## config.mk

```make
export PLATFORM = sky130hd
export DESIGN_NAME = otpti_bank
export DESIGN_NICKNAME = d
export VERILOG_FILES = /design/src/verilog/otpti_pkg.sv /design/src/verilog/otpti_bank.sv
export SDC_FILE = /design/constraint.sdc
export NUM_CORES = 1
export LEC_CHECK = 0
export BUFFER_PORTS_ARGS = -buffer_cell sky130_fd_sc_hd__buf_4
export CELL_PAD_IN_SITES_DETAIL_PLACEMENT = 2
export CELL_PAD_IN_SITES_GLOBAL_PLACEMENT = 2
export CORE_AREA = 2 2 226 228
export CTS_CLUSTER_DIAMETER = 30
export DETAILED_ROUTE_END_ITERATION = 8
export DIE_AREA = 0 0 228 230
export GPL_ROUTABILITY_DRIVEN = 1
export PLACE_DENSITY = 0.83
export SYNTH_ARGS = -nofsm -noshare
export SYNTH_HDL_FRONTEND = slang
export SYNTH_SLANG_ARGS = --single-unit
```

## constraint.sdc

```tcl
create_clock -name clk -period 33.3 [get_ports clk]
set_input_delay 4.995 -clock clk [delete_from_list [all_inputs] [get_ports clk]]
set_output_delay 4.995 -clock clk [all_outputs]
set_load 0.01 [all_outputs]
```

## src/verilog/otpti_pkg.sv

```systemverilog
// otpti_pkg: constants, carriers and helpers for the trace and integrity bank
// assumes: one byte-wide register command port, 8-bit addresses
package otpti_pkg;

    // ==========================================================
    // register offsets
    localparam logic [7:0] OFS_USER0_BASE = 8'h40; // user data block 1, first byte
    localparam logic [7:0] OFS_USER0_LOCK = 8'h4F; // user block 1 lock/crc byte
    localparam logic [7:0] OFS_USER1_BASE = 8'h50; // user data block 2, first byte
    localparam logic [7:0] OFS_USER1_LOCK = 8'h5F; // user_block2_lock_crc
    localparam logic [7:0] OFS_NV_WR_EN = 8'h38; // nonvolatile write enable
    localparam logic [7:0] OFS_INTEG_STATUS = 8'h39; // integrity status, read only
    localparam logic [7:0] OFS_LOCK_A = 8'hAF;
    localparam logic [7:0] OFS_LOCK_B = 8'hBF;
    localparam logic [7:0] OFS_SERIAL3 = 8'hC9;
    localparam logic [7:0] OFS_SERIAL4 = 8'hCA;
    localparam logic [7:0] OFS_WAFER_NUM = 8'hCB;
    localparam logic [7:0] OFS_WAFER_X = 8'hCC;
    localparam logic [7:0] OFS_WAFER_Y = 8'hCD;
    localparam logic [7:0] OFS_LOCK_C = 8'hCF;
    localparam logic [7:0] OFS_LOT_LOW = 8'hD0;
    localparam logic [7:0] OFS_LOT_HIGH = 8'hD1;
    localparam logic [7:0] OFS_LOCK_D = 8'hDF;
    localparam logic [7:0] OFS_LOCK_E = 8'hEF;
    localparam logic [7:0] OFS_LOCK_F = 8'hFF;

    // ==========================================================
    // sizes and field values
    localparam int USER_BLK_LEN = 15; // data bytes per user block
    localparam int USER_BYTES = 30; // both user blocks
    localparam logic [7:0] USER_SPAN = 8'h0F; // bytes from base to lock byte
    localparam logic [2:0] USER_BLOCK_ID = 3'h0; // user lock bytes carry id zero
    localparam logic [7:0] ZERO_BYTE = 8'h00; // answer for unmapped addresses
    localparam logic [3:0] CRC_POLY = 4'h9; // x^4 + x^3 + 1
    localparam logic [3:0] CRC_SEED = 4'h0;
    localparam int COMMIT_BLK0_BIT = 0; // nv write enable: commit user block 1
    localparam int COMMIT_BLK1_BIT = 1; // nv write enable: commit user block 2

    // ==========================================================
    // carriers
    typedef struct packed {
        logic we; // 1 = write command
        logic [7:0] addr; // register address
        logic [7:0] wdata; // write data
    } otpti_req_t;

    // lock/crc byte layout
    typedef struct packed {
        logic locked; // bit 7
        logic [2:0] block_identifier; // bits 6:4
        logic [3:0] crc; // bits 3:0
    } otpti_lock_t;

    // factory nonvolatile image as read from the array
    typedef struct packed {
        logic [7:0] serial3;
        logic [7:0] serial4;
        logic [7:0] wafer_number;
        logic [7:0] wafer_x_coord;
        logic [7:0] wafer_y_coord;
        logic [7:0] wafer_lot_low;
        logic [7:0] wafer_lot_high;
        otpti_lock_t lock_a;
        otpti_lock_t lock_b;
        otpti_lock_t lock_c;
        otpti_lock_t lock_d;
        otpti_lock_t lock_e;
        otpti_lock_t lock_f;
    } otpti_fac_t;

    // monitor of the writable array
    typedef enum logic [1:0] {MON_CONFIG, MON_ARM, MON_WATCH} otpti_mon_t;

    // ==========================================================
    // one byte into the 4-bit crc, msb first
    function automatic logic [3:0] otpti_crc_byte(input logic [3:0] crc_in,
                                                  input logic [7:0] data);
        logic [3:0] c;
        c = crc_in;
        for (int b = 7; b >= 0; b--) begin
            if (c[3] ^ data[b]) begin
                c = {c[2:0], 1'b0} ^ CRC_POLY;
            end else begin
                c = {c[2:0], 1'b0};
            end
        end
        return c;
    endfunction : otpti_crc_byte

endpackage : otpti_pkg

```

## src/verilog/otpti_bank.sv

```systemverilog
// otpti_bank: trace registers, user nonvolatile data, lock/crc bytes and the
// continuous check of the writable array
// assumes: serial framing outside delivers one command per req_valid pulse on
// clk; init_done_flag and the factory image come from logic on the same clock,
// so none of them passes a synchroniser; otp_load is a one-cycle pulse that
// arrives only while the image on fac_image is settled; ce low freezes every
// flop, including the answer strobe
`timescale 1ns/1ps

module otpti_bank
    import otpti_pkg::*;
(
    // clock and reset
    input wire logic clk,
    input wire logic rst,
    input wire logic ce,
    // register command port
    input wire logic req_valid,
    input wire otpti_req_t req,
    output logic rsp_valid,
    output logic [7:0] rsp_data,
    // device state
    input wire logic init_done_flag,
    input wire logic otp_load,
    input wire otpti_fac_t fac_image,
    // integrity status
    output logic factory_crc_err,
    output logic rw_crc_err,
    output logic [1:0] user_locked
);

    // ==========================================================
    // storage
    otpti_fac_t fac; // shadow of the factory array
    logic [7:0] user_nv_data [0:USER_BYTES-1]; // user nonvolatile data bytes
    otpti_lock_t user_lock [0:1]; // user block lock/crc bytes
    logic [7:0] nv_wr_en; // nonvolatile write enable register
    logic fchk_pend; // factory check one cycle after load
    logic [3:0] rw_ref; // reference crc of writable array
    otpti_mon_t mon_state;
    otpti_mon_t next_mon_state;

    // ==========================================================
    // address decode
    // offsets are taken by subtraction so that one compare per block
    // bounds the window; the lower bound check keeps an address below the
    // base from wrapping into the block
    // block 2 entries follow block 1 entries in the flat data array
    wire logic [7:0] off0 = req.addr - OFS_USER0_BASE;
    wire logic [7:0] off1 = req.addr - OFS_USER1_BASE;
    wire logic in_blk0 = (req.addr >= OFS_USER0_BASE) && (off0 < USER_SPAN);
    wire logic in_blk1 = (req.addr >= OFS_USER1_BASE) && (off1 < USER_SPAN);
    wire logic user_sel = in_blk0 || in_blk1;
    wire logic [4:0] user_idx = in_blk1 ? 5'(off1 + 8'(USER_BLK_LEN)) : off0[4:0];
    wire logic blk_locked = in_blk1 ? user_lock[1].locked : user_lock[0].locked;
    wire logic open_area = !init_done_flag;
    wire logic wr_cmd = req_valid && req.we;
    // user byte write, only while open and the block is unlocked
    wire logic wr_user = wr_cmd && user_sel && open_area && !blk_locked;
    wire logic wr_nv_en = wr_cmd && (req.addr == OFS_NV_WR_EN) && open_area;

    // ==========================================================
    // read data mux and access class
    // these three are pure functions of the command in hand and of the
    // stored state; they hold no state of their own
    logic [7:0] rd_byte; // current contents of the addressed register
    logic mapped; // address is in the user-accessible map right now
    logic read_only; // register ignores writes

    // selects contents; factory and user areas vanish once init is done
    // unmapped is decided last so that one zero forcing covers both the
    // holes in the map and the areas closed by init done
    // reserved bits of the status byte read as zero; lock bytes have none and read whole
    always_comb begin
        rd_byte = ZERO_BYTE;
        mapped = 1'b1;
        read_only = 1'b1;
        if (user_sel) begin
            rd_byte = user_nv_data[user_idx];
            read_only = blk_locked;
        end else begin
            case (req.addr)
                OFS_NV_WR_EN: begin
                    rd_byte = nv_wr_en;
                    read_only = 1'b0;
                end
                OFS_INTEG_STATUS: rd_byte = {5'h00, user_lock[1].locked,
                                             factory_crc_err, rw_crc_err};
                OFS_USER0_LOCK: rd_byte = user_lock[0];
                OFS_USER1_LOCK: rd_byte = user_lock[1];
                OFS_SERIAL3: rd_byte = fac.serial3;
                OFS_SERIAL4: rd_byte = fac.serial4;
                OFS_WAFER_NUM: rd_byte = fac.wafer_number;
                OFS_WAFER_X: rd_byte = fac.wafer_x_coord;
                OFS_WAFER_Y: rd_byte = fac.wafer_y_coord;
                OFS_LOT_LOW: rd_byte = fac.wafer_lot_low;
                OFS_LOT_HIGH: rd_byte = fac.wafer_lot_high;
                OFS_LOCK_A: rd_byte = fac.lock_a;
                OFS_LOCK_B: rd_byte = fac.lock_b;
                OFS_LOCK_C: rd_byte = fac.lock_c;
                OFS_LOCK_D: rd_byte = fac.lock_d;
                OFS_LOCK_E: rd_byte = fac.lock_e;
                OFS_LOCK_F: rd_byte = fac.lock_f;
                default: mapped = 1'b0;
            endcase
        end
        // status register stays visible after init, the rest closes
        if (!open_area && (req.addr != OFS_INTEG_STATUS)) begin
            mapped = 1'b0;
        end
        if (!mapped) begin
            rd_byte = ZERO_BYTE;
        end
    end

    // answer byte: executed writes echo the data, others show contents
    // an executed write is exactly one that the storage below takes, so the
    // echo can never report a byte that was not stored; a refused write
    // (read only, locked, closed or unmapped) shows what the read would show
    wire logic wr_done = wr_user || wr_nv_en; // write taken by storage
    wire logic [7:0] next_rsp = wr_done ? req.wdata : rd_byte;

    // ==========================================================
    // crc over the user blocks and the whole writable array
    logic [3:0] blk_crc [0:1]; // per block, used on commit
    logic [3:0] scan_crc; // whole user array, used by the monitor

    // folds every byte through the 4-bit generator from the zero seed
    // the fold is one long combinational chain over thirty bytes; it is
    // only sampled on commit and by the monitor, both of which tolerate a
    // full cycle, and the array changes only by host writes
    // bytes go in ascending address order, msb first within each byte
    always_comb begin
        blk_crc[0] = CRC_SEED;
        blk_crc[1] = CRC_SEED;
        scan_crc = CRC_SEED;
        for (int i = 0; i < USER_BLK_LEN; i++) begin
            blk_crc[0] = otpti_crc_byte(blk_crc[0], user_nv_data[i]);
            blk_crc[1] = otpti_crc_byte(blk_crc[1], user_nv_data[i+USER_BLK_LEN]);
        end
        for (int i = 0; i < USER_BYTES; i++) begin
            scan_crc = otpti_crc_byte(scan_crc, user_nv_data[i]);
        end
    end

    // factory crc over the trace bytes held here, blocks c and d
    // the other factory blocks live outside this bank and are checked there;
    // their lock bytes are only shown to the host
    wire logic [3:0] fac_crc_c = otpti_crc_byte(otpti_crc_byte(otpti_crc_byte(
        otpti_crc_byte(otpti_crc_byte(CRC_SEED, fac.serial3), fac.serial4),
        fac.wafer_number), fac.wafer_x_coord), fac.wafer_y_coord);
    wire logic [3:0] fac_crc_d = otpti_crc_byte(otpti_crc_byte(CRC_SEED,
        fac.wafer_lot_low), fac.wafer_lot_high);
    wire logic fac_bad = (fac_crc_c != fac.lock_c.crc) ||
                         (fac_crc_d != fac.lock_d.crc);

    // ==========================================================
    // command answer
    // one answer for every command, the cycle after it is taken
    // nothing is refused: reserved, unmapped and read-only addresses all
    // answer, only the byte differs; the byte holds until the next answer
    always_ff @(posedge clk or posedge rst) begin
        if (rst) begin
            rsp_valid <= 1'b0;
            rsp_data <= ZERO_BYTE;
        end else if (ce) begin
            rsp_valid <= req_valid;
            if (req_valid) begin
                rsp_data <= next_rsp;
            end
        end
    end

    // ==========================================================
    // factory shadow, loaded from the nonvolatile image
    // the image is read only to the host; only the load pulse changes it
    // the check runs one cycle after the load so that it sees the new
    // shadow, and its flag is overwritten by every later load
    always_ff @(posedge clk or posedge rst) begin
        if (rst) begin
            fac <= '0;
            fchk_pend <= 1'b0;
            factory_crc_err <= 1'b0;
        end else if (ce) begin
            fchk_pend <= otp_load;
            if (otp_load) begin
                fac <= fac_image;
            end
            if (fchk_pend) begin
                factory_crc_err <= fac_bad;
            end
        end
    end

    // ==========================================================
    // user data bytes, one write port per entry
    // each entry has its own flop process so that an entry is written only
    // when the decoded index names it; writes stop at init done and once the
    // owning block is locked
    genvar gi;
    generate
        for (gi = 0; gi < USER_BYTES; gi++) begin : g_user
            // takes a host write addressed to this entry
            always_ff @(posedge clk or posedge rst) begin
                if (rst) begin
                    user_nv_data[gi] <= ZERO_BYTE;
                end else if (ce && wr_user && (user_idx == 5'(gi))) begin
                    user_nv_data[gi] <= req.wdata;
                end
            end
        end
    endgenerate

    // ==========================================================
    // nonvolatile write enable and commit
    wire logic [1:0] commit_req = {nv_wr_en[COMMIT_BLK1_BIT], nv_wr_en[COMMIT_BLK0_BIT]};

    // write stores the whole byte; commit bits self-clear on every cycle without a write
    // a host write in the same cycle as the self-clear wins, so a fresh
    // commit request is never lost; the cleared bits then read back as zero
    always_ff @(posedge clk or posedge rst) begin
        if (rst) begin
            nv_wr_en <= ZERO_BYTE;
        end else if (ce) begin
            if (wr_nv_en) begin
                nv_wr_en <= req.wdata;
            end else begin
                nv_wr_en[COMMIT_BLK0_BIT] <= 1'b0;
                nv_wr_en[COMMIT_BLK1_BIT] <= 1'b0;
            end
        end
    end

    // lock bytes written automatically by the commit of their block
    // the crc is taken from the array as it stands on the commit cycle;
    // a second commit of a locked block changes nothing
    generate
        for (gi = 0; gi < 2; gi++) begin : g_lock
            always_ff @(posedge clk or posedge rst) begin
                if (rst) begin
                    user_lock[gi] <= '0;
                end else if (ce && commit_req[gi] && !user_lock[gi].locked) begin
                    user_lock[gi].locked <= 1'b1;
                    user_lock[gi].block_identifier <= USER_BLOCK_ID;
                    user_lock[gi].crc <= blk_crc[gi];
                end
            end
            assign user_locked[gi] = user_lock[gi].locked;
        end
    endgenerate

    // ==========================================================
    // writable array monitor
    // arms a reference on init done, then compares every cycle
    // the reference is taken one cycle after init done so that a write
    // taken on the same edge as the flag is already in the array;
    // dropping init done returns to config but leaves the error flag set
    always_comb begin
        next_mon_state = mon_state;
        case (mon_state)
            MON_CONFIG: if (init_done_flag) next_mon_state = MON_ARM;
            MON_ARM: next_mon_state = MON_WATCH;
            MON_WATCH: if (!init_done_flag) next_mon_state = MON_CONFIG;
            default: next_mon_state = MON_CONFIG;
        endcase
    end

    // reference capture and sticky mismatch flag
    // the flag has no clear but reset, so no set and clear can meet;
    // writes are closed while it watches, so any drift is a fault
    always_ff @(posedge clk or posedge rst) begin
        if (rst) begin
            mon_state <= MON_CONFIG;
            rw_ref <= CRC_SEED;
            rw_crc_err <= 1'b0;
        end else if (ce) begin
            mon_state <= next_mon_state;
            if (mon_state == MON_ARM) begin
                rw_ref <= scan_crc;
            end
            if ((mon_state == MON_WATCH) && init_done_flag && (scan_crc != rw_ref)) begin
                rw_crc_err <= 1'b1;
            end
        end
    end

endmodule : otpti_bank

```

## Word level (Yosys, flattened, before mapping)

Index checks and enable logic that the tools add are counted.

| cells by class | value |
|---|---|
| equal/unequal tests | 54 |
| add/subtract/negate cells | 3 |
| muxes and demuxes | 432 |
| order comparisons | 5 |
| reduce and logical (&&, ||, !) cells | 63 |
| bitwise gates (word level) | 825 |

Operator list:

| cell | count |
|---|---|
| 2-to-1 mux 4 bit | 416 |
| NOT 2 bit | 412 |
| bitwise XOR 1 bit | 412 |
| one-hot mux 8 bit (17 select lines) | 1 |
| == test 8 bit, second input constant | 13 |
| == test 5 bit, second input constant | 14 |
| logical AND 1 bit | 46 |
| binary-select mux 8 bit (select 5 bit) | 1 |
| == test 5 x 4 -> 1 bit, second input constant | 8 |
| 2-to-1 mux 8 bit | 5 |
| == test 5 x 3 -> 1 bit, second input constant | 4 |
| OR reduction 17 bit | 1 |
| == test 8 x 6 -> 1 bit, second input constant | 2 |
| == test 8 x 7 -> 1 bit, second input constant | 2 |
| >= comparator 8 x 7 -> 1 bit, second input constant | 2 |
| < comparator 8 x 4 -> 1 bit, second input constant | 2 |
| subtractor 8 x 7 -> 8 bit, second input constant | 2 |
| inequality test 4 bit | 3 |
| AND reduction 2 bit | 6 |
| == test 5 x 2 -> 1 bit, second input constant | 2 |
| inequality test 8 x 6 -> 1 bit, second input constant | 1 |
| >= comparator 6 bit, second input constant | 1 |
| 2-to-1 mux 2 bit | 3 |
| NOT 5 -> 6 bit | 1 |
| other kinds (13) | 22 |

| storage, ports and cells | value |
|---|---|
| input port bits | 127 |
| register bits after elaboration | 380 |
| logic and storage cells | 1,450 |

## Depth between registers and ports, before layout

Gate-level depths: netlist (run 1).

| depth | value |
|---|---|
| word-level depth | 482 |
| depth in mapped cells | 16 |
| mapped depth without buffers | 13 |

## Least setup slack after synthesis (run 1)

OpenSTA, ideal clock, no wires.

| timing path | value |
|---|---|
| path type | input to register |
| start point | input port req[8] (netlist bit) |
| end point | register user_nv_data[32] (netlist bit) |
| arrival time | 7.981 ns |
| slack | 25.195 ns |
| cell stages on the path | 12 |
| buffers on the path | 2 |
| data required time | 33.175 ns |
| cells stage by stage | ha_1 > and3_1 > nor3_1 > nand2_1 > clkbuf_1 > nor4_1 > o21bai_1 > o21ai_0 > clkbuf_1 > nand3_1 > nor2_1 > mux2_2 |

| on the way | value |
|---|---|
| longest elaborated chain between the ends | 9 |
| elaborated cells on any way between the ends | 19 |
| those cells by class | 3 x add/sub; 4 x order compare; 1 x eq/ne; 2 x mux; 9 x reduce/logical |

RTL lines:

| item | line | source |
|---|---|---|
| from (decl) | otpti_bank.sv:19 | `input wire otpti_req_t req,` |
| branches (longest 8 deep; another with subtractor 8 x 7 -> 8 bit) | - |  |
| logical AND 1 bit (*) | otpti_bank.sv:207 | `end else if (ce && wr_user && (user_idx == 5'(gi))) begin` |
| to (signal, indexed assignment) | otpti_bank.sv:208 | `user_nv_data[gi] <= req.wdata;` |
| to (decl) | otpti_bank.sv:35 | `logic [7:0] user_nv_data [0:USER_BYTES-1];` |

Every way passes the cells marked *.
A chain may end at the register's enable or synchronous reset.

## Final worst setup path (run 1)

| timing path | value |
|---|---|
| start point | input port req[8] (netlist bit) |
| end point | register rsp_data[3] |

| on the way | value |
|---|---|
| longest elaborated chain between the ends | 11 |
| elaborated cells on any way between the ends | 50 |
| those cells by class | 3 x add/sub; 4 x order compare; 18 x eq/ne; 12 x mux; 1 x bitwise; 12 x reduce/logical |

RTL lines:

| item | line | source |
|---|---|---|
| subtractor 8 x 7 -> 8 bit | otpti_bank.sv:50 | `wire logic [7:0] off1 = req.addr - OFS_USER1_BASE;` |
| < comparator 8 x 4 -> 1 bit | otpti_bank.sv:52 | `wire logic in_blk1 = (req.addr >= OFS_USER1_BASE) && (off1 < USER_SPAN);` |
| logical AND 1 bit | otpti_bank.sv:52 |  |
| 2-to-1 mux 5 bit | otpti_bank.sv:54 | `wire logic [4:0] user_idx = in_blk1 ? 5'(off1 + 8'(USER_BLK_LEN)) : off0[4:0];` |
| NOT 5 -> 6 bit (implied by the code) | otpti_bank.sv:79 | `rd_byte = user_nv_data[user_idx];` |
| binary-select mux 8 bit (select 5 bit) | otpti_bank.sv:79 |  |
| 2-to-1 mux 8 bit (implied by the code) (2 in series) | otpti_bank.sv:79 |  |
| 2-to-1 mux 8 bit | otpti_bank.sv:78 | `if (user_sel) begin` |
| 2-to-1 mux 8 bit | otpti_bank.sv:111 | `if (!mapped) begin` |
| 2-to-1 mux 8 bit (*) | otpti_bank.sv:121 | `wire logic [7:0] next_rsp = wr_done ? req.wdata : rd_byte;` |
| to (signal assigned) | otpti_bank.sv:169 | `rsp_data <= next_rsp;` |
| to (decl) | otpti_bank.sv:21 | `output logic [7:0] rsp_data,` |

Mark *: on every way between the ends. The rest lies on a longest branch, timed or not. The select of a mux whose other input is x is not followed.

==> impl_metrics.tcl, run 1 <==
set metrics [dict create \
    status "finished, final reports clean" \
    fp.dieH_um 230 \
    cp-end-kind "register" \
    cts_resized 0 \
    grt_use_total_pct 42.4 \
    synth_warnings 0 \
    grt_overflow_total 0 \
    portBuffers 139 \
    start_util_pct 45.8 \
    ir_drop_uv 48.2 \
    synth_edf_count 0 \
    switching_power_uw 737 \
    clock_skew_ps 54.9 \
    crit_arrival_ps 9790 \
    worstPathMaxFanout 52 \
    ys_seq_area_share_pct 41.7 \
    cts_sinks 380 \
    fp.dieW_um 228 \
    drv_slew 0 \
    antenna_found_initial 4 \
    grt_pass1_wl_um 162000 \
    layoutNonFillerInstCount 2837 \
    cts_max_level 3 \
    slew_headroom_pct 14.0 \
    crit_chain "buf_4 -> ha_1 -> and3_1 -> nor3_1 -> nand2_1 -> nand3_1 -> o21a_2 -> buf_4 -> o22a_1 -> o221ai_1 -> a221oi_1 -> a21oi_1 -> a21oi_1 -> a21oi_1 -> o21ai_0" \
    worstSkewPairLatency_ps 660 \
    synth.net_count 2047 \
    hold_end "fac[1]" \
    reg2reg_depth 12 \
    cts_setup_buffers 0 \
    hold_buffers 0 \
    worst_path_max_delay_cell "a221oi_1" \
    drive_gt1_share_pct 30.2 \
    sequentialPowerShare_pct 24.5 \
    period_minus_slack_ps 9260 \
    timing_hold_violations_final 0 \
    cts_tree "yes" \
    core_sq_um 49900 \
    num_vias 18963 \
    synth_area_per_cell_sq_um 11.9 \
    min_path_cells 1 \
    crit_top_cell "a21oi_1" \
    critical_path_class "in2reg" \
    timing.rr.start "user_nv_data[185]" \
    internal_power_mw 1.41 \
    routed_via_density 6.68 \
    rsz0062_at_grt "no" \
    grt_max_degree 115 \
    dieArea_sq_um 52400 \
    synth_cell_types 58 \
    ant_nets 0 \
    route.detailed.drc 0 \
    cts_buffer_depth 3 \
    crit_path_max_incr_delay_ps 770 \
    drt-total-wl_um 111000 \
    netlist_area_sq_um 22800 \
    ios 140 \
    fillers 4759 \
    r2r_slack_ps 27820 \
    nets 2215 \
    hold_class "reg2reg" \
    ys.flop_type "dfrtp_1" \
    power_leakage_nw 12.6 \
    synthCells 1915 \
    tns_ps 0 \
    period_share_pct 27.8 \
    worst_pin_slew_ps 1280 \
    powerDensity_nw_per_um2 76.8 \
    min-delay-start "fac[1]" \
    cts_buffers 99 \
    ys_async_sr_fraction_pct 100 \
    cp_data_required_time_ps 33830 \
    final_cell_area_sq_um 27900 \
    first_global_vias 21568 \
    num_rows 82 \
    ys_seq_elements 380 \
    power_frac_clock_pct 46.2 \
    synthToLayoutAreaGrowth_pct 22.4 \
    cts.clk_slew.worst_paths_ps 50 \
    r2r_end "rw_crc_err" \
    wl_per_cell_um 39.2 \
    cap_violations 0 \
    place_area_sq_um 24600 \
    start_kind "primary input" \
    swShare_pct 34.4 \
    hold-worst-slack_ps 514 \
    dp_cells 2654 \
    total_power_mw 2.14 \
    combPwrFrac_pct 29.3 \
    setup_viol 0 \
    max_freq_ghz 0.108 \
    hpwl_um 65400 \
    place.gp.congestion 0.920 \
    clock-root-buffer "clkbuf_16" \
    drt_iter0_drc 2116 \
    dr.pass1.iters 8 \
]
-- through the flow --
step	util [%]	setup slack, ps
2_1_floorplan	-	17750
3_3_place_gp	49.3	24560
3_5_place_dp	49.3	24250
4_1_cts	56.0	24360
5_1_grt	56.0	24140
6_report	56.0	24040
-- Yosys cell counts (all sizes together), types with 4 or more instances --
| library cell | number | share of area (%) |
|---|---|---|
| xnor2 | 390 | 15 |
| dfrtp | 380 | 42 |
| mux2 | 315 | 16 |
| nand2 | 120 | 2.0 |
| xor2 | 91 | 3.5 |
| clkbuf | 82 | 1.3 |
| o21ai | 75 | 1.6 |
| xnor3 | 64 | 6.3 |
| o221ai | 52 | 2.0 |
| o22a | 49 | 1.9 |
| a21oi | 38 | 0.83 |
| nor2 | 36 | 0.59 |
| a221oi | 28 | 1.1 |
| a222oi | 22 | 0.97 |
| nand3 | 19 | 0.42 |
| a22oi | 16 | 0.53 |
| inv | 13 | 0.21 |
| mux2i | 13 | 0.57 |
| buf | 11 | 0.25 |
| nor3 | 11 | 0.24 |
| and2 | 9 | 0.25 |
| a22o | 6 | 0.23 |
| a32oi | 6 | 0.23 |
| a21o | 5 | 0.16 |
| and3 | 5 | 0.14 |
| ha | 5 | 0.27 |
| a221o | 4 | 0.18 |
| nand2b | 4 | 0.11 |
| nor4 | 4 | 0.11 |
| or3 | 4 | 0.11 |
| xor3 | 4 | 0.42 |
-- registers in the layout, summed over array words and instances (netlist names) --
| register | cells |
|---|---|
| fac | 104 |
| factory_crc_err | 1 |
| fchk_pend | 1 |
| mon_state | 2 |
| nv_wr_en | 8 |
| rsp_data | 8 |
| rsp_valid | 1 |
| rw_crc_err | 1 |
| rw_ref | 4 |
| user_lock | 8 |
| user_locked | 2 |
| user_nv_data | 240 |
-- worst max-delay path by stage --
stage,startpoint,to,cells past startpoint
after floorplan,rst,fac[0],1
after CTS,req[8],rsp_data[3],15
after global placement,req[8],rsp_data[4],15
final,req[8],rsp_data[3],15
after detailed placement,req[8],rsp_data[3],15
after global routing,req[8],rsp_data[0],15
-- final cells by class --
class | instances | area [sq um] | share of cell area, %
multi-input combinational | 1429 | 13000 | 46.4
antenna | 1 | 2.50 | 0.00896
clock inverter | 46 | 546 | 1.95
inverter | 13 | 56.3 | 0.202
sequential | 380 | 9510 | 34.0
timing repair buffer | 160 | 1200 | 4.30
tap | 672 | 841 | 3.01
clock buffer | 136 | 2820 | 10.1
-- logic make-up (layout without fill, tap and decap cells) --
logic type / Yosys count / after routing / synth area share (%)
AOI/OAI and AO/OA: 323 / 323 / 10.5
adders and majority gates: 5 / 5 / 0.274
DFF: 380 / 380 / 41.7
other: 0 / 1 / 0
xor gates and xnor gates: 549 / 549 / 25.3
muxes: 328 / 328 / 16.1
and+or+nand+nor: 224 / 224 / 4.32
buffers and inverters: 106 / 355 / 1.81
-- power groups by stage --
stage          combinational, mW  sequential [mW]  clock (mW)
5_1_grt                    0.651            0.526        1.01
3_5_place_dp               0.567            0.526           0
3_3_place_gp               0.529            0.522           0
4_1_cts                    0.616            0.523       0.992
6_report                   0.629            0.525       0.990
2_1_floorplan              0.409            0.513           0
-- placed cells by master, fill, tap and decap left out, types with 4 or more instances in the layout --
cell type | Yosys | routed
a21o_1 | 5 | 5
a21oi_1 | 38 | 37
a221o_1 | 4 | 4
a221oi_1 | 28 | 28
a222oi_1 | 22 | 22
a22o_1 | 6 | 6
a22oi_1 | 16 | 16
a32oi_1 | 6 | 6
and2_1 | 9 | 9
and3_1 | 5 | 5
buf_4 | 2 | 160
bufinv_16 | 0 | 10
clkbuf_1 | 82 | 18
clkbuf_16 | 0 | 100
clkbuf_8 | 0 | 18
clkinv_2 | 0 | 21
clkinvlp_4 | 0 | 8
dfrtp_1 | 380 | 380
ha_1 | 5 | 5
inv_1 | 13 | 12
mux2_2 | 315 | 315
mux2i_1 | 13 | 13
nand2_1 | 120 | 119
nand2b_1 | 4 | 4
nand3_1 | 19 | 19
nor2_1 | 36 | 36
nor3_1 | 11 | 11
nor4_1 | 4 | 4
o21ai_0 | 68 | 67
o21ai_1 | 7 | 8
o221ai_1 | 52 | 52
o22a_1 | 49 | 49
or3_1 | 4 | 4
xnor2_1 | 389 | 389
xnor3_1 | 61 | 61
xor2_1 | 90 | 90
xor3_1 | 4 | 4
-- per-layer routing --
| layer | wire, um | track usage (%) | vias to the layer above |
|---|---|---|---|
| met2 | 53200 | 70.6 | 1325 |
| met4 | 7590 | 25.5 | 4 |
| li1 | - | - | 7241 |
| met5 | 21 | 0 | - |
| met3 | 9670 | 10.8 | 528 |
| met1 | 40900 | 49.5 | 9865 |
-- critical path: cells and delay by family --
family          cells  cell delay (ps)
buf+inv             2              810
fa+ha+maj           1              250
compound gates      8             2230
simple gates        4             1420
No activity file was read; power rests on OpenSTA's default activity.
==> run 2: changes to the inputs <==
- CORE_AREA: 2 2 226 228 -> 2 2 234 236
- DIE_AREA: 0 0 228 230 -> 0 0 236 238
- PLACE_DENSITY: 0.83 -> 0.78
- clock period: 33.3 -> 8.64 ns (I/O delays scaled with it)
==> impl_metrics.tcl, run 2 (synthesized netlist as in run 1, its figures left out) <==
set metrics [dict create \
    ir_drop_uv 323 \
    place_ws_ps 3200 \
    final_core_util_pct 53.0 \
    worstPathMaxFanout 52 \
    dp_cells 2683 \
    wl_per_cell_um 35.5 \
    powerDensity_nw_per_um2 298 \
    grt_pass1_wl_um 151000 \
    cts_sinks 380 \
    worst_path_max_delay_cell "a222oi_1" \
    num_vias 18178 \
    route.detailed.drc 0 \
    critical_path_class "in2reg" \
    use_met1_pct 44.5 \
    layout_common_cells "389 x xnor2_1, 380 x dfrtp_1, 315 x mux2_2, 165 x buf_4, 119 x nand2_1" \
    critPathTopFamily "compound AO/OA/AOI/OAI gates" \
    cts_buffer_depth 3 \
    fp.dieW_um 236 \
    routed_via_density 6.33 \
    crit_path_max_incr_delay_ps 570 \
    total_power_mw 8.44 \
    max_freq_ghz 0.189 \
    met2_usage_pct 62.2 \
    antenna_found_initial 4 \
    start_kind "primary input" \
    ant_nets 0 \
    crit_arrival_ps 5830 \
    drt-total-wl_um 102000 \
    rsz0062_at_grt "no" \
    cap_violations 0 \
    largest_register "user_nv_data" \
    grt_use_total_pct 36.7 \
    met3_usage_pct 7.81 \
    place.gp.congestion 0.896 \
    first_global_vias 20898 \
    grt_overflow_total 0 \
    place_area_sq_um 24600 \
    cts_tree "yes" \
    r2r_slack_ps 3620 \
    layoutNonFillerInstCount 2871 \
    hold_buffers 0 \
    layout.cells.most_common "xnor2_1" \
    worst_pin_slew_ps 1210 \
    setup_viol 0 \
    start_util_pct 42.7 \
    hpwl_um 63100 \
    cts_buffers 100 \
    clock-root-buffer "clkbuf_16" \
    fp.dieH_um 238 \
    hold-worst-slack_ps 504 \
    dieArea_sq_um 56200 \
    cts_setup_buffers 0 \
    cts_max_level 3 \
    drt_iter0_drc 1745 \
    period_share_pct 61.1 \
    ios 140 \
    nets 2221 \
    final_cell_area_sq_um 28400 \
    crit_chain "buf_4 -> ha_1 -> and3_1 -> nor3_1 -> buf_4 -> nand2_1 -> nand3_1 -> o21a_2 -> buf_4 -> o22a_1 -> o221ai_1 -> a222oi_1 -> nand2_1 -> nand2_1 -> a32oi_1 -> o21ai_0" \
    drive_gt1_share_pct 31.0 \
    cp_data_required_time_ps 9190 \
    path_buf_inv 3 \
    dr.pass1.iters 7 \
    synthToLayoutAreaGrowth_pct 24.3 \
    top_usage_layer "met2" \
    core_sq_um 53500 \
    timing_hold_violations_final 0 \
    grt_max_degree 77 \
    largest_register_ffs 240 \
    cts_resized 0 \
    worstSkewPairLatency_ps 670 \
    fin_ws_ps 3360 \
    status "finished, final reports clean" \
    period_minus_slack_ps 5280 \
    reg_top3 "user_nv_data: 240 flops, fac: 104 flops" \
    cp-end-kind "register" \
    slew_headroom_pct 18.5 \
    cts.clk_slew.worst_paths_ps 50 \
    hold_class "reg2reg" \
    portBuffers 139 \
    tns_ps 0 \
    clock_skew_ps 41.4 \
    drv_slew 0 \
    num_rows 85 \
    power_leakage_nw 12.8 \
]
==> run 2: report_power, final <==
| part | switching [mW] | total [mW] | internal (mW) |
|---|---|---|---|
| combinational | 1.28 | 2.26 | 0.980 |
| sequential | 0.130 | 2.01 | 1.88 |
| clock | 1.29 | 4.17 | 2.88 |
==> run 2: layout make-up <==
type | instances | area [sq um]
fillers | 5046 | 25100
multi-input cells | 1429 | 13000
flip-flops and latches | 380 | 9510
clock buffers | 130 | 2840
repair buffers | 165 | 1240
clock inverters | 56 | 896
well taps | 696 | 871
inverters | 13 | 52.6
diodes | 2 | 5.00
==> run 2: routing by layer <==
layer | wire length (um) | vias up
met5 | 21 | -
met4 | 5270 | 4
met3 | 7210 | 336
met2 | 49700 | 957
met1 | 39700 | 9619
li1 | - | 7262
==> run 2: path summary, 6_finish.rpt <==
check	start	endpoint	cells past startpoint
max in group asynchronous	rst	user_nv_data[196]	4
worst max register to register	user_nv_data[53]	rw_crc_err	12
worst min register to register	fac[36]	fac[36]	1
worst min-delay path	fac[36]	fac[36]	1
min in group asynchronous	rst	user_nv_data[17]	3
worst max-delay path	req[8]	rsp_data[2]	16
==> run 2: worst reg2reg max path, cell delays in order, from the launching register on <==
cell      delay (ps)
dfrtp_1          480
xnor3_2          430
xnor3_1          470
xnor3_2          500
xor2_2           210
xnor3_1          470
xor3_1           460
xnor3_2          500
xnor2_2          230
or3_1            440
a211oi_2         320
o21ai_1          150
a41o_1           270
